`src/design/mcgw_map.svh`:
```
// Register offsets, field positions and reset values of the master clock gate block
// Behaviour
// Writing one to bit 15 stops master clock.
// Hardware reset low restarts stopped clock.
// Enabled RTC alarm or periodic restarts clock.
// Low level on either irq pin restarts.
// High level on resume pin restarts clock.
// Asserted pin wake forces bit 15 to zero.
// Wake condition beats software write of one.
// Resume pin as output never wakes clock.
// Driver holds resume pin low before stop.
// Clock-disable bit resets to zero.
`ifndef MCGW_MAP_SVH
`define MCGW_MAP_SVH
// Register indices; the byte address is four times the index
`define MCGW_PCGC_INDEX     16'h1c02
`define MCGW_WAKE_CTL_INDEX 16'h1c04
`define MCGW_STATUS_INDEX   16'h1c08
// Pin levels with no wake pending: irq lines high, resume low
`define MCGW_PIN_IDLE       5'h18
`define MCGW_PCGC_STOP_BIT 15
`define MCGW_PCGC_RESET    16'h0000
`define MCGW_WAKE_CTL_RESET 16'h0000
`define MCGW_CTL_RES_OUT_BIT 0
`define MCGW_CTL_RES_DO_BIT  1
`define MCGW_CTL_ALARM_EN_BIT 2
`define MCGW_CTL_PERIOD_EN_BIT 3
`endif

```
`src/design/mcgw_pkg.sv`:
```
// Types shared by the master clock gate block
package mcgw_pkg;
  typedef enum logic [1:0] {
    mcgw_resp_okay,
    mcgw_resp_exokay,
    mcgw_resp_slverr,
    mcgw_resp_decerr
  } mcgw_resp_t;

  typedef struct packed {
    logic irq_a_n;
    logic irq_b_n;
    logic resume_in;
    logic rtc_alarm;
    logic rtc_periodic;
  } mcgw_wake_src_t;
endpackage

```
`src/design/mcgw_master_clock_gate.sv`:
```
// Master clock gate with level wake-up, behind an AXI4-Lite register slave
//
// Design decision made here: the AXI4-Lite slave port.
`include "mcgw_map.svh"
module mcgw_master_clock_gate #(
  parameter int ADDR_W = 16
) (
  // Clock and reset
  input  wire logic                   aclk,
  input  wire logic                   aresetn,
  // AXI4-Lite write address and data
  input  wire logic                   s_axi_awvalid,
  output logic                        s_axi_awready,
  input  wire logic [ADDR_W-1:0]      s_axi_awaddr,
  input  wire logic                   s_axi_wvalid,
  output logic                        s_axi_wready,
  input  wire logic [31:0]            s_axi_wdata,
  input  wire logic [3:0]             s_axi_wstrb,
  // AXI4-Lite write response
  output logic                        s_axi_bvalid,
  input  wire logic                   s_axi_bready,
  output logic [1:0]                  s_axi_bresp,
  // AXI4-Lite read
  input  wire logic                   s_axi_arvalid,
  output logic                        s_axi_arready,
  input  wire logic [ADDR_W-1:0]      s_axi_araddr,
  output logic                        s_axi_rvalid,
  input  wire logic                   s_axi_rready,
  output logic [31:0]                 s_axi_rdata,
  output logic [1:0]                  s_axi_rresp,
  // Wake sources, asynchronous
  input  wire mcgw_pkg::mcgw_wake_src_t wake_src,
  // Resume pin drive
  output logic                        resume_pin_o,
  output logic                        resume_pin_oe,
  // Master clock stop request to the clock tree
  output logic                        master_clk_stop
);

  // Byte addresses reach 0x7020, so narrower buses cannot decode them
  if (ADDR_W < 15 || ADDR_W > 32) begin : g_addr_w_check
    $error("ADDR_W must be 15..32");
  end

  ////////////////////////////////////////////////////////////////////////////
  // Pin synchronisers; levels only, no edge detection anywhere
  mcgw_pkg::mcgw_wake_src_t sync1_ff;
  mcgw_pkg::mcgw_wake_src_t sync2_ff;
  always_ff @(posedge aclk) begin
    if (!aresetn) begin
      // Idle levels, so leaving reset never looks like a wake
      sync1_ff <= `MCGW_PIN_IDLE;
      sync2_ff <= `MCGW_PIN_IDLE;
    end else begin
      sync1_ff <= wake_src;
      sync2_ff <= sync1_ff;
    end
  end

  ////////////////////////////////////////////////////////////////////////////
  // Registers
  logic [15:0] pcgc_ff;
  logic [15:0] wake_ctl_ff;
  logic        aw_hold_ff;
  logic        w_hold_ff;
  logic [ADDR_W-1:0] awaddr_ff;
  logic [31:0] wdata_ff;
  logic [3:0]  wstrb_ff;
  logic        bvalid_ff;
  logic [1:0]  bresp_ff;
  logic        rvalid_ff;
  logic [31:0] rdata_ff;
  logic [1:0]  rresp_ff;
  logic        stop_ff;
  logic        res_o_ff;
  logic        res_oe_ff;
  logic        awready_ff;
  logic        wready_ff;
  logic        arready_ff;

  wire res_is_out = wake_ctl_ff[`MCGW_CTL_RES_OUT_BIT];
  wire pin_wake   = !sync2_ff.irq_a_n || !sync2_ff.irq_b_n
                    || (sync2_ff.resume_in && !res_is_out);
  wire rtc_wake   = (sync2_ff.rtc_alarm && wake_ctl_ff[`MCGW_CTL_ALARM_EN_BIT])
                    || (sync2_ff.rtc_periodic && wake_ctl_ff[`MCGW_CTL_PERIOD_EN_BIT]);
  // Levels only: a stopped clock has no edges to detect with
  wire wake_any   = pin_wake || rtc_wake;

  ////////////////////////////////////////////////////////////////////////////
  // Byte addresses, four times each register index, fully decoded
  wire [ADDR_W-1:0] pcgc_addr = ADDR_W'({`MCGW_PCGC_INDEX, 2'b00});
  wire [ADDR_W-1:0] ctl_addr  = ADDR_W'({`MCGW_WAKE_CTL_INDEX, 2'b00});
  wire [ADDR_W-1:0] st_addr   = ADDR_W'({`MCGW_STATUS_INDEX, 2'b00});

  // Write path: address and data accepted in either order
  wire aw_have = aw_hold_ff || s_axi_awvalid;
  wire w_have  = w_hold_ff || s_axi_wvalid;
  wire wr_go   = aw_have && w_have && !bvalid_ff;
  wire [ADDR_W-1:0] wr_addr = aw_hold_ff ? awaddr_ff : s_axi_awaddr;
  wire [31:0] wr_data = w_hold_ff ? wdata_ff : s_axi_wdata;
  wire [3:0]  wr_strb = w_hold_ff ? wstrb_ff : s_axi_wstrb;
  wire wr_hit_pcgc = wr_addr == pcgc_addr;
  wire wr_hit_ctl  = wr_addr == ctl_addr;
  wire wr_hit_st   = wr_addr == st_addr;
  wire wr_hit_any  = wr_hit_pcgc || wr_hit_ctl || wr_hit_st;
  wire [15:0] wmask = {{8{wr_strb[1]}}, {8{wr_strb[0]}}};

  wire [15:0] pcgc_wr = wr_go && wr_hit_pcgc ?
                        (pcgc_ff & ~wmask) | (wr_data[15:0] & wmask) : pcgc_ff;
  // Clear beats set, so a pending wake defeats a stop write
  wire [15:0] nxt_pcgc_ff = wake_any ?
                        pcgc_wr & ~(16'h0001 << `MCGW_PCGC_STOP_BIT) : pcgc_wr;
  wire [15:0] nxt_wake_ctl_ff = wr_go && wr_hit_ctl ?
                        (wake_ctl_ff & ~wmask) | (wr_data[15:0] & wmask) : wake_ctl_ff;

  // A slot stays held until the other half arrives and no write response is pending
  wire nxt_aw_hold_ff = aw_have && !wr_go;
  wire nxt_w_hold_ff  = w_have && !wr_go;
  wire nxt_bvalid_ff  = wr_go || (bvalid_ff && !s_axi_bready);

  // Address slot; ready is a flop so the port sees no gate
  always_ff @(posedge aclk) begin
    if (!aresetn) begin
      aw_hold_ff <= 1'b0;
      awready_ff <= 1'b1;
      awaddr_ff  <= '0;
    end else begin
      aw_hold_ff <= nxt_aw_hold_ff;
      awready_ff <= !nxt_aw_hold_ff;
      if (s_axi_awvalid && !aw_hold_ff) begin
        awaddr_ff <= s_axi_awaddr;
      end
    end
  end

  // Data slot
  always_ff @(posedge aclk) begin
    if (!aresetn) begin
      w_hold_ff <= 1'b0;
      wready_ff <= 1'b1;
      wdata_ff  <= 32'h0000_0000;
      wstrb_ff  <= 4'h0;
    end else begin
      w_hold_ff <= nxt_w_hold_ff;
      wready_ff <= !nxt_w_hold_ff;
      if (s_axi_wvalid && !w_hold_ff) begin
        wdata_ff <= s_axi_wdata;
        wstrb_ff <= s_axi_wstrb;
      end
    end
  end

  // Response; one write in flight, the next waits for bready
  always_ff @(posedge aclk) begin
    if (!aresetn) begin
      bvalid_ff <= 1'b0;
      bresp_ff  <= 2'h0;
    end else begin
      bvalid_ff <= nxt_bvalid_ff;
      if (wr_go) begin
        bresp_ff <= wr_hit_any ? mcgw_pkg::mcgw_resp_okay : mcgw_pkg::mcgw_resp_decerr;
      end
    end
  end

  ////////////////////////////////////////////////////////////////////////////
  // Gate state; reset also restarts the clock
  always_ff @(posedge aclk) begin
    if (!aresetn) begin
      pcgc_ff     <= `MCGW_PCGC_RESET;
      wake_ctl_ff <= `MCGW_WAKE_CTL_RESET;
      stop_ff     <= 1'b0;
      res_o_ff    <= 1'b0;
      res_oe_ff   <= 1'b0;
    end else begin
      pcgc_ff     <= nxt_pcgc_ff;
      wake_ctl_ff <= nxt_wake_ctl_ff;
      stop_ff     <= nxt_pcgc_ff[`MCGW_PCGC_STOP_BIT];
      res_o_ff    <= nxt_wake_ctl_ff[`MCGW_CTL_RES_DO_BIT];
      res_oe_ff   <= nxt_wake_ctl_ff[`MCGW_CTL_RES_OUT_BIT];
    end
  end

  ////////////////////////////////////////////////////////////////////////////
  // Read path
  wire rd_hit_pcgc = s_axi_araddr == pcgc_addr;
  wire rd_hit_ctl  = s_axi_araddr == ctl_addr;
  wire rd_hit_st   = s_axi_araddr == st_addr;
  wire rd_hit_any  = rd_hit_pcgc || rd_hit_ctl || rd_hit_st;
  // Status shows the synced pins, so software sees what the gate sees
  wire [31:0] status_word = {25'h0000000, stop_ff, wake_any, sync2_ff};
  wire [31:0] rd_word = rd_hit_pcgc ? {16'h0000, pcgc_ff} :
                        rd_hit_ctl  ? {16'h0000, wake_ctl_ff} :
                        rd_hit_st   ? status_word : 32'h0000_0000;
  wire rd_go         = s_axi_arvalid && !rvalid_ff;
  wire nxt_rvalid_ff = rd_go || (rvalid_ff && !s_axi_rready);

  // Read answer; arready is the free slot, one flop deep
  always_ff @(posedge aclk) begin
    if (!aresetn) begin
      rvalid_ff  <= 1'b0;
      arready_ff <= 1'b1;
      rdata_ff   <= 32'h0000_0000;
      rresp_ff   <= 2'h0;
    end else begin
      rvalid_ff  <= nxt_rvalid_ff;
      arready_ff <= !nxt_rvalid_ff;
      if (rd_go) begin
        rdata_ff <= rd_word;
        rresp_ff <= rd_hit_any ? mcgw_pkg::mcgw_resp_okay : mcgw_pkg::mcgw_resp_decerr;
      end
    end
  end

  // Every port straight from a flop
  assign s_axi_awready   = awready_ff;
  assign s_axi_wready    = wready_ff;
  assign s_axi_bvalid    = bvalid_ff;
  assign s_axi_bresp     = bresp_ff;
  assign s_axi_arready   = arready_ff;
  assign s_axi_rvalid    = rvalid_ff;
  assign s_axi_rdata     = rdata_ff;
  assign s_axi_rresp     = rresp_ff;
  assign master_clk_stop = stop_ff;
  assign resume_pin_o    = res_o_ff;
  assign resume_pin_oe   = res_oe_ff;
endmodule

```
`config.mk`:
```
export PLATFORM = sky130hd
export DESIGN_NAME = mcgw_master_clock_gate
export DESIGN_NICKNAME = d
export VERILOG_FILES = /design/src/design/mcgw_pkg.sv /design/src/design/mcgw_master_clock_gate.sv
export VERILOG_INCLUDE_DIRS = /design/src /design/src/design
export SDC_FILE = /design/constraint.sdc
export NUM_CORES = 1
export LEC_CHECK = 0
export BUFFER_PORTS_ARGS = -buffer_cell sky130_fd_sc_hd__buf_2
export CORE_ASPECT_RATIO = 1.1
export CORE_UTILIZATION = 59
export CTS_BUF_LIST = sky130_fd_sc_hd__clkbuf_4
export DETAILED_ROUTE_END_ITERATION = 12
export PLACE_DENSITY = 0.85
export SETUP_SLACK_MARGIN = 0.15
export SLEW_MARGIN = 20
export SYNTH_ARGS = -nofsm -noshare
export SYNTH_HDL_FRONTEND = slang
export SYNTH_SLANG_ARGS = --single-unit
```
`constraint.sdc`:
```
create_clock -name aclk -period 5.25 [get_ports aclk]
set_input_delay 0.525 -clock aclk [delete_from_list [all_inputs] [get_ports aclk]]
set_output_delay 0.525 -clock aclk [all_outputs]
set_load 0.02 [all_outputs]
```
==> results.py, run 1 <==
metrics = {
    "clock_network": {
        "cts_tree": "yes",
        "cts_made_buffers": 9,
        "cts_hold_buffers": 0,
        "clk_latency_ps": 440,
        "cts_resized": 0,
        "h-tree-depth": 3,
        "clk_path_buf_depth": 2,
        "cts_setup_buffers": 0,
        "cts.sinks": 101,
        "path_clk_slew_ps": 140,
        "root_buffer": "clkbuf_4",
    },
    "min_path": {
        "hp-start": "wake_src[3]",
        "min_path_type": "in -> reg",
        "hold_depth": 2,
        "hold_end": "sync1_ff[3]",
    },
    "die": {
        "die_h_microns": 95.1,
        "start_util_pct": 61.5,
        "rows": 33,
        "chipWidth_microns": 86.6,
        "core_area_sq_mm": 0.00756,
        "pin_count": 124,
        "fp.dieArea_sq_mm": 0.00824,
    },
    "global_route": {
        "grt-ovfl-total": 0,
        "grt_usage_pct": 26.1,
        "grt_first_pass_wirelength_mm": 16.7,
        "antenna_found_initial": 0,
        "grt_pass1_vias": 3741,
        "grt_max_degree": 66,
    },
    "pwr": {
        "p_sw_share_pct": 27.8,
        "pwr-share-clk_pct": 27.8,
        "power.total_mw": 1.42,
        "seqPwrFrac_pct": 58.1,
        "internal-power_mw": 1.03,
        "vdd_drop_max_v": 0.000234,
        "p_switching_mw": 0.395,
        "p_comb_share_pct": 14.1,
        "p_per_area_mw_per_mm2": 276,
        "p_leak_nw": 2.09,
    },
    "synthesis": {
        "syn_inst": 519,
        "synth_top_area_share_pct": 43.5,
        "synth_edf_count": 0,
        "synth.area.top_cells": "dfxtp_1 43%, nand2_1 9.4%, mux2i_1 7.3%",
        "syn-mean-instance-area_sq_um": 8.96,
        "synth-seq-cells": 101,
        "ys_seq_area_share_pct": 43.5,
        "yosys.area.top_type": "dfxtp_1",
        "async_flop_share_pct": 0,
        "yosysWarnings": 0,
        "netlist_area_sq_mm": 0.00465,
        "synth_cell_type_count": 53,
        "ys.flop_type": "dfxtp_1",
    },
    "run_status": {
        "status": "completed",
    },
    "sta": {
        "final.setup_skew_ps": 16.5,
        "rsz0062_at_grt": "false",
        "slew_headroom_pct": 35.7,
        "hold_viol_final": 0,
        "worst_slew_pin_slew_ps": 940,
        "setup_tns_ps": 0,
        "min_period_ps": 2980,
        "drv_slew": 0,
        "post-route-period-util_pct": 56.8,
        "setup_viol": 0,
        "max_freq_mhz": 335,
    },
    "worst_setup_path": {
        "crit_arrival_ps": 3340,
        "rrSetupSlack_ps": 2270,
        "startpoint_type": "flip-flop",
        "path_class": "reg -> reg",
        "worstPathBufferInverterCount": 0,
        "cpPeakStageDelay_ps": 950,
        "cp.required_ps": 5610,
        "critical-path-slowest-cell": "dfxtp_1",
        "worstPathCellList": "nor2_1, a2111o_1, a2111oi_4, mux2i_1",
        "crit_fanout": 21,
        "timing.rr.start": "w_hold_ff",
        "critPathTopFamily": "compound AO/OA/AOI/OAI gates",
        "crit_path_end_kind": "flip-flop",
        "r2r_cells": 4,
    },
    "routing": {
        "routed_wl_mm": 10.3,
        "drt_iter0_drc": 264,
        "vias": 3901,
        "drtAntennaViolNets": 0,
        "drtPass1Iterations": 4,
        "avgRoutedWirePerCell_microns": 14.9,
        "viasPerCell": 5.64,
        "drc_errors": 0,
    },
    "finish": {
        "layout-drive-gt1-share_pct": 23.2,
        "regArea_sq_mm": 0.00202,
        "fill_cells": 603,
        "diodes": 0,
        "fin_cells": 692,
        "final_nets": 664,
        "area_growth_pct": 10.7,
        "multiInputGateArea_sq_mm": 0.00234,
    },
    "flow_run": {
        "maxCapViolCount": 0,
    },
    "place": {
        "dpl.hpwl_mm": 7.17,
        "dpl.cell_count": 678,
        "gp_congestion": 0.784,
        "port_buffers": 89,
    },
}
power groups by stage:
stage          sequential (mW)  combinational [mW]  clock [mW]
3_5_place_dp             0.843               0.200           0
6_report                 0.827               0.201       0.395
5_1_grt                  0.832               0.221       0.432
3_3_place_gp             0.840               0.194           0
4_1_cts                  0.826               0.201       0.396
2_1_floorplan            0.849               0.139           0
cells by family (layout without fill, tap and decap cells):
| group | count (synthesis) | count (layout) | share of synthesized area (%) |
|---|---|---|---|
| AND/OR/NAND/NOR | 187 | 187 | 19.8 |
| flip-flops | 101 | 101 | 43.5 |
| XOR/XNOR | 2 | 2 | 0.377 |
| AO/OA/AOI/OAI | 110 | 110 | 17.3 |
| multiplexers | 50 | 50 | 11.2 |
| other | 1 | 16 | 0.0807 |
| buffers and inverters | 68 | 121 | 7.75 |
worst max-delay path by stage:
| stage | startpoint | to | slack [ps] | cells after the start |
|---|---|---|---|---|
| floorplan | s_axi_awaddr[6] | flip-flop | 2880 | 4 |
| detailed placement | s_axi_araddr[1] | s_axi_rdata[0] | 2210 | 5 |
| finish | w_hold_ff | flip-flop | 2270 | 4 |
| global placement | s_axi_araddr[1] | s_axi_rdata[2] | 2250 | 5 |
| CTS | w_hold_ff | flip-flop | 2260 | 4 |
| global route | w_hold_ff | flip-flop | 2110 | 4 |
metrics by stage:
| step | hold slack (ps) | instance area [sq um] | util (%) | worst slack [ps] |
|---|---|---|---|---|
| 2_1_floorplan | 386 | 4710 | - | 2880 |
| 3_3_place_gp | 401 | 5010 | 66.3 | 2250 |
| 3_5_place_dp | 392 | 5010 | 66.3 | 2210 |
| 4_1_cts | 248 | 5140 | 68.0 | 2260 |
| 5_1_grt | 238 | 5150 | 68.1 | 2110 |
| 6_report | 257 | 5150 | 68.1 | 2270 |
metal layers:
metal | global-route usage, % | wire [microns] | up-vias
met5 | 0 | 0 | -
met4 | 13.6 | 315 | 0
met1 | 28.7 | 4230 | 1864
met3 | 4.50 | 437 | 25
met2 | 48.2 | 5340 | 115
li1 | - | - | 1897
Yosys cell counts (3+ instances only):
cell,number
nor4b_1,5
a21oi_1,18
and2_1,6
nor3_1,9
nand3_1,11
a21boi_0,24
nor2b_1,4
mux2_2,16
dfxtp_1,101
a21boi_1,10
nand2b_1,10
o21ai_0,19
nand2_1,117
a31oi_1,9
buf_4,20
a41o_1,7
a32oi_1,7
o211ai_1,3
inv_1,15
nor2_1,5
mux2i_1,34
buf_1,3
clkbuf_1,25
a2111o_1,3
layout by cell type, fill, tap and decap left out, types with 2 or more instances in the layout:
cell type / instances
a2111o_1: 3
a2111oi_4: 2
a21boi_0: 24
a21boi_1: 10
a21oi_1: 18
a31oi_1: 9
a32oi_1: 7
a41o_1: 7
and2_1: 6
buf_2: 89
buf_4: 3
clkbuf_4: 10
conb_1: 16
dfxtp_1: 101
inv_1: 15
mux2_2: 16
mux2i_1: 34
nand2_1: 117
nand2b_1: 10
nand3_1: 11
nand4_1: 2
nor2_1: 5
nor2b_1: 2
nor2b_2: 2
nor3_1: 9
nor3b_1: 2
nor4b_1: 5
o211ai_1: 3
o21ai_0: 19
or2_2: 2
or4_1: 2
xor2_1: 2
cell type report:
class                      count  area share (%)
sequential                   101            39.3
inverter                      15            1.09
tap                          105            2.55
timing repair buffer          92            9.09
multi-input combinational    365            45.5
clock buffer                  10            1.46
clock inverter                 4           0.997
No activity file was read; power rests on OpenSTA's default activity.
==> run 2: changes to the inputs <==
ABC_AREA = 1   (was not set)
CORE_UTILIZATION = 55   (was 59)
PLACE_DENSITY = 0.79   (was 0.85)
clock period = 3.12 ns   (was 5.25 ns; I/O delays follow)
==> run 2 against run 1 <==
Net effect: setup slack worse by 1500 ps; synthesized cell count rose by 39%; cell area increased by 5.7%; critical path depth grew 5; core utilization down 4.1 points; highest routed layer unchanged.
==> results.py, run 2 <==
metrics = {
    "synthesis": {
        "syn-mean-instance-area_sq_um": 6.78,
        "syn_inst": 723,
        "synth_cell_type_count": 30,
        "ys_seq_area_share_pct": 41.2,
        "synth_top_area_share_pct": 41.2,
        "yosysWarnings": 0,
        "yosys.area.top_type": "dfxtp_1",
        "netlist_area_sq_mm": 0.00490,
        "synth-seq-cells": 101,
        "ys.flop_type": "dfxtp_1",
        "async_flop_share_pct": 0,
        "synth_edf_count": 0,
        "ys_top_cells_by_count": "169 x nand2_1, 106 x inv_1, 101 x dfxtp_1",
        "yosys.cell_count.top_type": "nand2_1",
        "synth.area.top_cells": "dfxtp_1 41%, nand2_1 13%, inv_1 8.1%",
    },
    "routing": {
        "routed_wl_mm": 11.0,
        "drc_errors": 0,
        "drtPass1Iterations": 5,
        "top_layer": "met4",
        "avgRoutedWirePerCell_microns": 12.1,
        "drtAntennaViolNets": 0,
        "m1WireLength_mm": 5.07,
        "wl_met2_mm": 5.15,
        "drt_iter0_drc": 285,
        "viasPerCell": 5.11,
        "wl_met3_microns": 546,
        "vias": 4654,
    },
    "pwr": {
        "p_per_area_mw_per_mm2": 453,
        "vdd_drop_max_v": 0.000324,
        "power.total_mw": 2.46,
        "p_leak_nw": 2.62,
    },
    "place": {
        "dpl.cell_count": 894,
        "gp_congestion": 0.812,
        "port_buffers": 89,
        "dpl.hpwl_mm": 7.82,
        "place_area_sq_mm": 0.00530,
    },
    "finish": {
        "area_growth_pct": 10.9,
        "final_nets": 874,
        "layout-drive-gt1-share_pct": 17.5,
        "final_common_cell": "nand2_1",
        "fin_cells": 910,
        "design_area_sq_mm": 0.00544,
        "layout_common_cells": "169 x nand2_1, 106 x inv_1, 101 x dfxtp_1, 89 x buf_2, 64 x nor2_1",
        "diodes": 0,
    },
    "worst_setup_path": {
        "crit_path_end_kind": "flip-flop",
        "path_class": "reg -> reg",
        "crit_arrival_ps": 2710,
        "critical-path-slowest-cell": "dfxtp_1",
        "worstPathCellList": "nor2_1, nor3_2, buf_4, inv_1, nor2_4, nand3_4, nand2_1, inv_1, nor2_1",
        "crit_fanout": 22,
        "cp.required_ps": 3510,
        "cpPeakStageDelay_ps": 690,
        "startpoint_type": "flip-flop",
    },
    "global_route": {
        "antenna_found_initial": 0,
        "grt_first_pass_wirelength_mm": 19.0,
        "grt_usage_pct": 25.1,
        "grt_pass1_vias": 4336,
        "grt_max_degree": 54,
        "grt-ovfl-total": 0,
    },
    "clock_network": {
        "root_buffer": "clkbuf_4",
        "h-tree-depth": 3,
        "cts_hold_buffers": 0,
        "cts.sinks": 101,
        "cts_tree": "yes",
        "clk_latency_ps": 450,
        "cts_setup_buffers": 0,
        "cts_resized": 0,
        "cts_made_buffers": 9,
        "path_clk_slew_ps": 140,
        "clk_path_buf_depth": 2,
    },
    "sta": {
        "rsz0062_at_grt": "false",
        "setup_viol": 0,
        "slew_headroom_pct": 53.3,
        "min_period_ps": 2320,
        "hold_viol_final": 0,
        "drv_slew": 0,
        "post-route-period-util_pct": 74.2,
        "worst_slew_pin_slew_ps": 696,
        "final.setup_skew_ps": 12.3,
        "max_freq_mhz": 432,
        "setup_tns_ps": 0,
    },
    "die": {
        "fp.dieArea_sq_mm": 0.00930,
        "pin_count": 124,
        "start_util_pct": 57.7,
        "chipWidth_microns": 92.0,
        "core_area_sq_mm": 0.00850,
        "rows": 35,
        "die_h_microns": 101,
    },
    "flow_run": {
        "maxCapViolCount": 0,
    },
    "min_path": {
        "min_path_type": "in -> reg",
    },
    "run_status": {
        "status": "completed",
    },
}
[run 2: changes by cell type in the layout (fill, tap and decap cells not counted), sizes merged, moves of 34 or more]
cell    previous run  this run
a21boi            34         0
a21oi             18        57
inv               15       108
mux2i             34         0
nand2            117       173
nand3             11        56
nand4              2        40
nor2               6        68
[run 2: layer usage]
| layer | GRT usage, % | up-vias |
|---|---|---|
| met4 | 11.8 | 0 |
| met2 | 41.2 | 157 |
| li1 | - | 2407 |
| met3 | 3.32 | 20 |
| met1 | 33.0 | 2070 |
| met5 | 0 | - |
[run 2: final cells by class]
| class | count | area (sq um) |
|---|---|---|
| Multi-Input combinational cell | 476 | 2230 |
| Timing Repair Buffer | 97 | 505 |
| Tap cell | 111 | 139 |
| Clock inverter | 6 | 63.8 |
| Inverter | 109 | 409 |
| Fill cell | 784 | 3050 |
| Sequential cell | 101 | 2020 |
| Clock buffer | 10 | 75.1 |
[run 2: worst paths after layout]
check                           depth (start not counted)        start  slack, ps              to
worst max-delay path                                    9   aw_hold_ff        800       flip-flop
worst min register to register                          1  sync1_ff[4]        440  status_word[4]
worst max register to register                          9   aw_hold_ff        800       flip-flop
worst min-delay path                                    2  wake_src[3]         50     sync1_ff[3]
[run 2: worst max-delay path: cells and delay by family (launching register included)]
kind / cells / cell delay [ps]
buffers and inverters: 3 / 490
DFF: 1 / 690
and+or+nand+nor: 6 / 1090
[run 2: cell families after synthesis]
family | Yosys count | synth area share [%]
flops | 101 | 41.2
simple gates | 354 | 33.0
buf+inv | 161 | 14.5
other cells | 1 | 0.0765
compound gates | 106 | 11.1
[run 2: metrics by stage]
step                      worst slack, ps  utilization, %  hold slack (ps)
final                                 804            64.1             48.0
after global routing                  614            64.1             22.5
after CTS                             789            64.1             23.3
after detailed placement              826            62.4              402
after global placement                920            62.4              399
after floorplan                      1590               -              390
[run 2: power by group]
group          total (mW)  leakage (nW)  switching, mW  internal, mW
Combinational       0.404          1.72          0.276         0.128
Sequential           1.38         0.827         0.0296          1.35
Clock               0.679        0.0724          0.427         0.252
Total                2.46          2.62          0.732          1.73
==> run 3: changes to the inputs <==
CORE_UTILIZATION = 50   (was 55)
PLACE_DENSITY = 0.76   (was 0.79)
clock period = 1.9 ns   (was 3.12 ns; I/O delays follow)
==> run 3 against run 2 <==
Net effect: non-clock buffer count up 34; critical path depth up 1; core utilization down 1.8 points; via count up 3.1%; combinational power up 82%; cell count up 4.5%; wire length up 6.3%; global-route usage down 1.3 points; sequential cell count unchanged; die area up 9.8%.
==> results.py, run 3 (same netlist as run 2, synthesis figures left out) <==
metrics = {
    "finish": {
        "post-route-util_pct": 62.3,
        "area_growth_pct": 19.9,
        "layout_common_cells": "168 x nand2_1, 106 x inv_1, 100 x dfxtp_1, 89 x buf_2, 64 x nor2_1",
        "layout-drive-gt1-share_pct": 18.4,
        "final_nets": 909,
        "final_common_cell": "nand2_1",
        "fill_cells": 876,
    },
    "global_route": {
        "antenna_found_initial": 1,
        "grt_max_degree": 54,
        "grt-ovfl-total": 0,
        "grt_pass1_vias": 4282,
        "grt_first_pass_wirelength_mm": 19.1,
        "grt_usage_pct": 23.9,
    },
    "clock_network": {
        "cts_made_buffers": 9,
        "root_buffer": "clkbuf_4",
        "h-tree-depth": 3,
        "cts.sinks": 101,
        "clk_path_buf_depth": 2,
        "path_clk_slew_ps": 150,
        "cts_tree": "yes",
        "clk_latency_ps": 450,
    },
    "min_path": {
        "min_path_type": "in -> reg",
    },
    "sta": {
        "fin_ws_ps": 263,
        "setup_viol": 0,
        "whs_ps": 17.4,
        "setup_tns_ps": 0,
        "worst_slew_pin_slew_ps": 505,
        "drv_slew": 0,
        "min_period_ps": 1640,
        "max_freq_mhz": 611,
        "final.setup_skew_ps": 15.0,
        "hold_viol_final": 0,
        "slew_headroom_pct": 66.4,
        "rsz0062_at_grt": "false",
        "post-route-period-util_pct": 86.2,
    },
    "routing": {
        "avgRoutedWirePerCell_microns": 12.3,
        "drtPass1Iterations": 5,
        "drc_errors": 0,
        "routed_wl_mm": 11.7,
        "drtAntennaViolNets": 0,
        "vias": 4800,
        "viasPerCell": 5.05,
        "drt_iter0_drc": 284,
    },
    "flow_run": {
        "maxCapViolCount": 0,
    },
    "die": {
        "start_util_pct": 51.9,
        "die_h_microns": 106,
        "pin_count": 124,
        "fp.dieArea_sq_mm": 0.0102,
        "chipWidth_microns": 96.4,
        "rows": 37,
        "core_area_sq_mm": 0.00944,
    },
    "place": {
        "preCtsSetupSlack_ps": 34.1,
        "port_buffers": 89,
        "gp_congestion": 0.843,
        "dpl.hpwl_mm": 8.08,
    },
    "run_status": {
        "status": "completed",
    },
    "pwr": {
        "p_per_area_mw_per_mm2": 717,
        "vdd_drop_max_v": 0.000522,
        "p_leak_nw": 2.80,
        "power.total_mw": 4.22,
    },
    "worst_setup_path": {
        "crit_path_end_kind": "flip-flop",
        "startpoint_type": "flip-flop",
        "cp.required_ps": 2300,
        "path_class": "reg -> reg",
        "crit_fanout": 8,
        "crit_arrival_ps": 2030,
    },
}
run 3: changes by cell type in the layout (fill, tap and decap cells not counted), moves of 2 or more:
| cell | change |
|---|---|
| dlygate4sd3_1 | +23 |
| buf_12 | +5 |
| buf_4 | +5 |
| nor2_4 | +2 |
run 3: stage by stage:
step / instance area (sq um) / instances
2_1_floorplan: 4960 / 738
3_3_place_gp: 5380 / 904
3_5_place_dp: 5380 / 904
4_1_cts: 5780 / 943
5_1_grt: 5880 / 951
6_report: 5880 / 951
run 3: what timing repair did:
item                                    in CTS  in global routing
pin swaps                                    2                  5
hold buffers                                22                  1
resized for setup                            1                  7
endpoints found under the setup margin      32                 32
hold endpoints to repair                    24                  1
buffers inserted                             2                  5
gates cloned                                 0                  1
run 3: worst paths after layout:
| kind | from | end | slack [ps] | cells after the start |
|---|---|---|---|---|
| setup / recovery | aw_hold_ff | flip-flop | 260 | 10 |
| hold / removal | s_axi_wdata[3] | wdata_ff[3] | 20 | 3 |
| setup reg to reg | aw_hold_ff | flip-flop | 260 | 10 |
| hold reg to reg | sync1_ff[0] | status_word[0] | 440 | 2 |
run 3: power breakdown:
group | internal, mW | switching [mW] | leakage (nW)
combinational | 0.263 | 0.471 | 1.89
clock | 0.536 | 0.680 | 0.0799
sequential | 2.22 | 0.0495 | 0.828
run 3: critical path, stage by stage, from the launching register on:
cell and delay, ps:
dfxtp_4 440, buf_6 140, nand2_2 80, nand2_1 100
nand2_1 60, nor2_1 100, nand2_1 100, nor2_4 150
buf_4 160, nand4_1 110, a21oi_1 140
run 3: area by class of cell:
class	count	area (sq um)	share of cell area (%)
clock inverters	5	76.3	1.30
repair buffers	131	885	15.0
multi-input cells	477	2260	38.4
diodes	1	2.50	0.0426
well taps	117	146	2.49
flip-flops and latches	101	2030	34.4
inverters	109	412	7.00
clock buffers	10	75.1	1.28
run 3: metal layers:
metal	vias up	wire, microns	track usage [%]
met5	-	0	0
met1	2135	5250	30.4
met4	0	190	9.03
met3	18	754	4.47
met2	172	5490	39.5
li1	2475	-	-
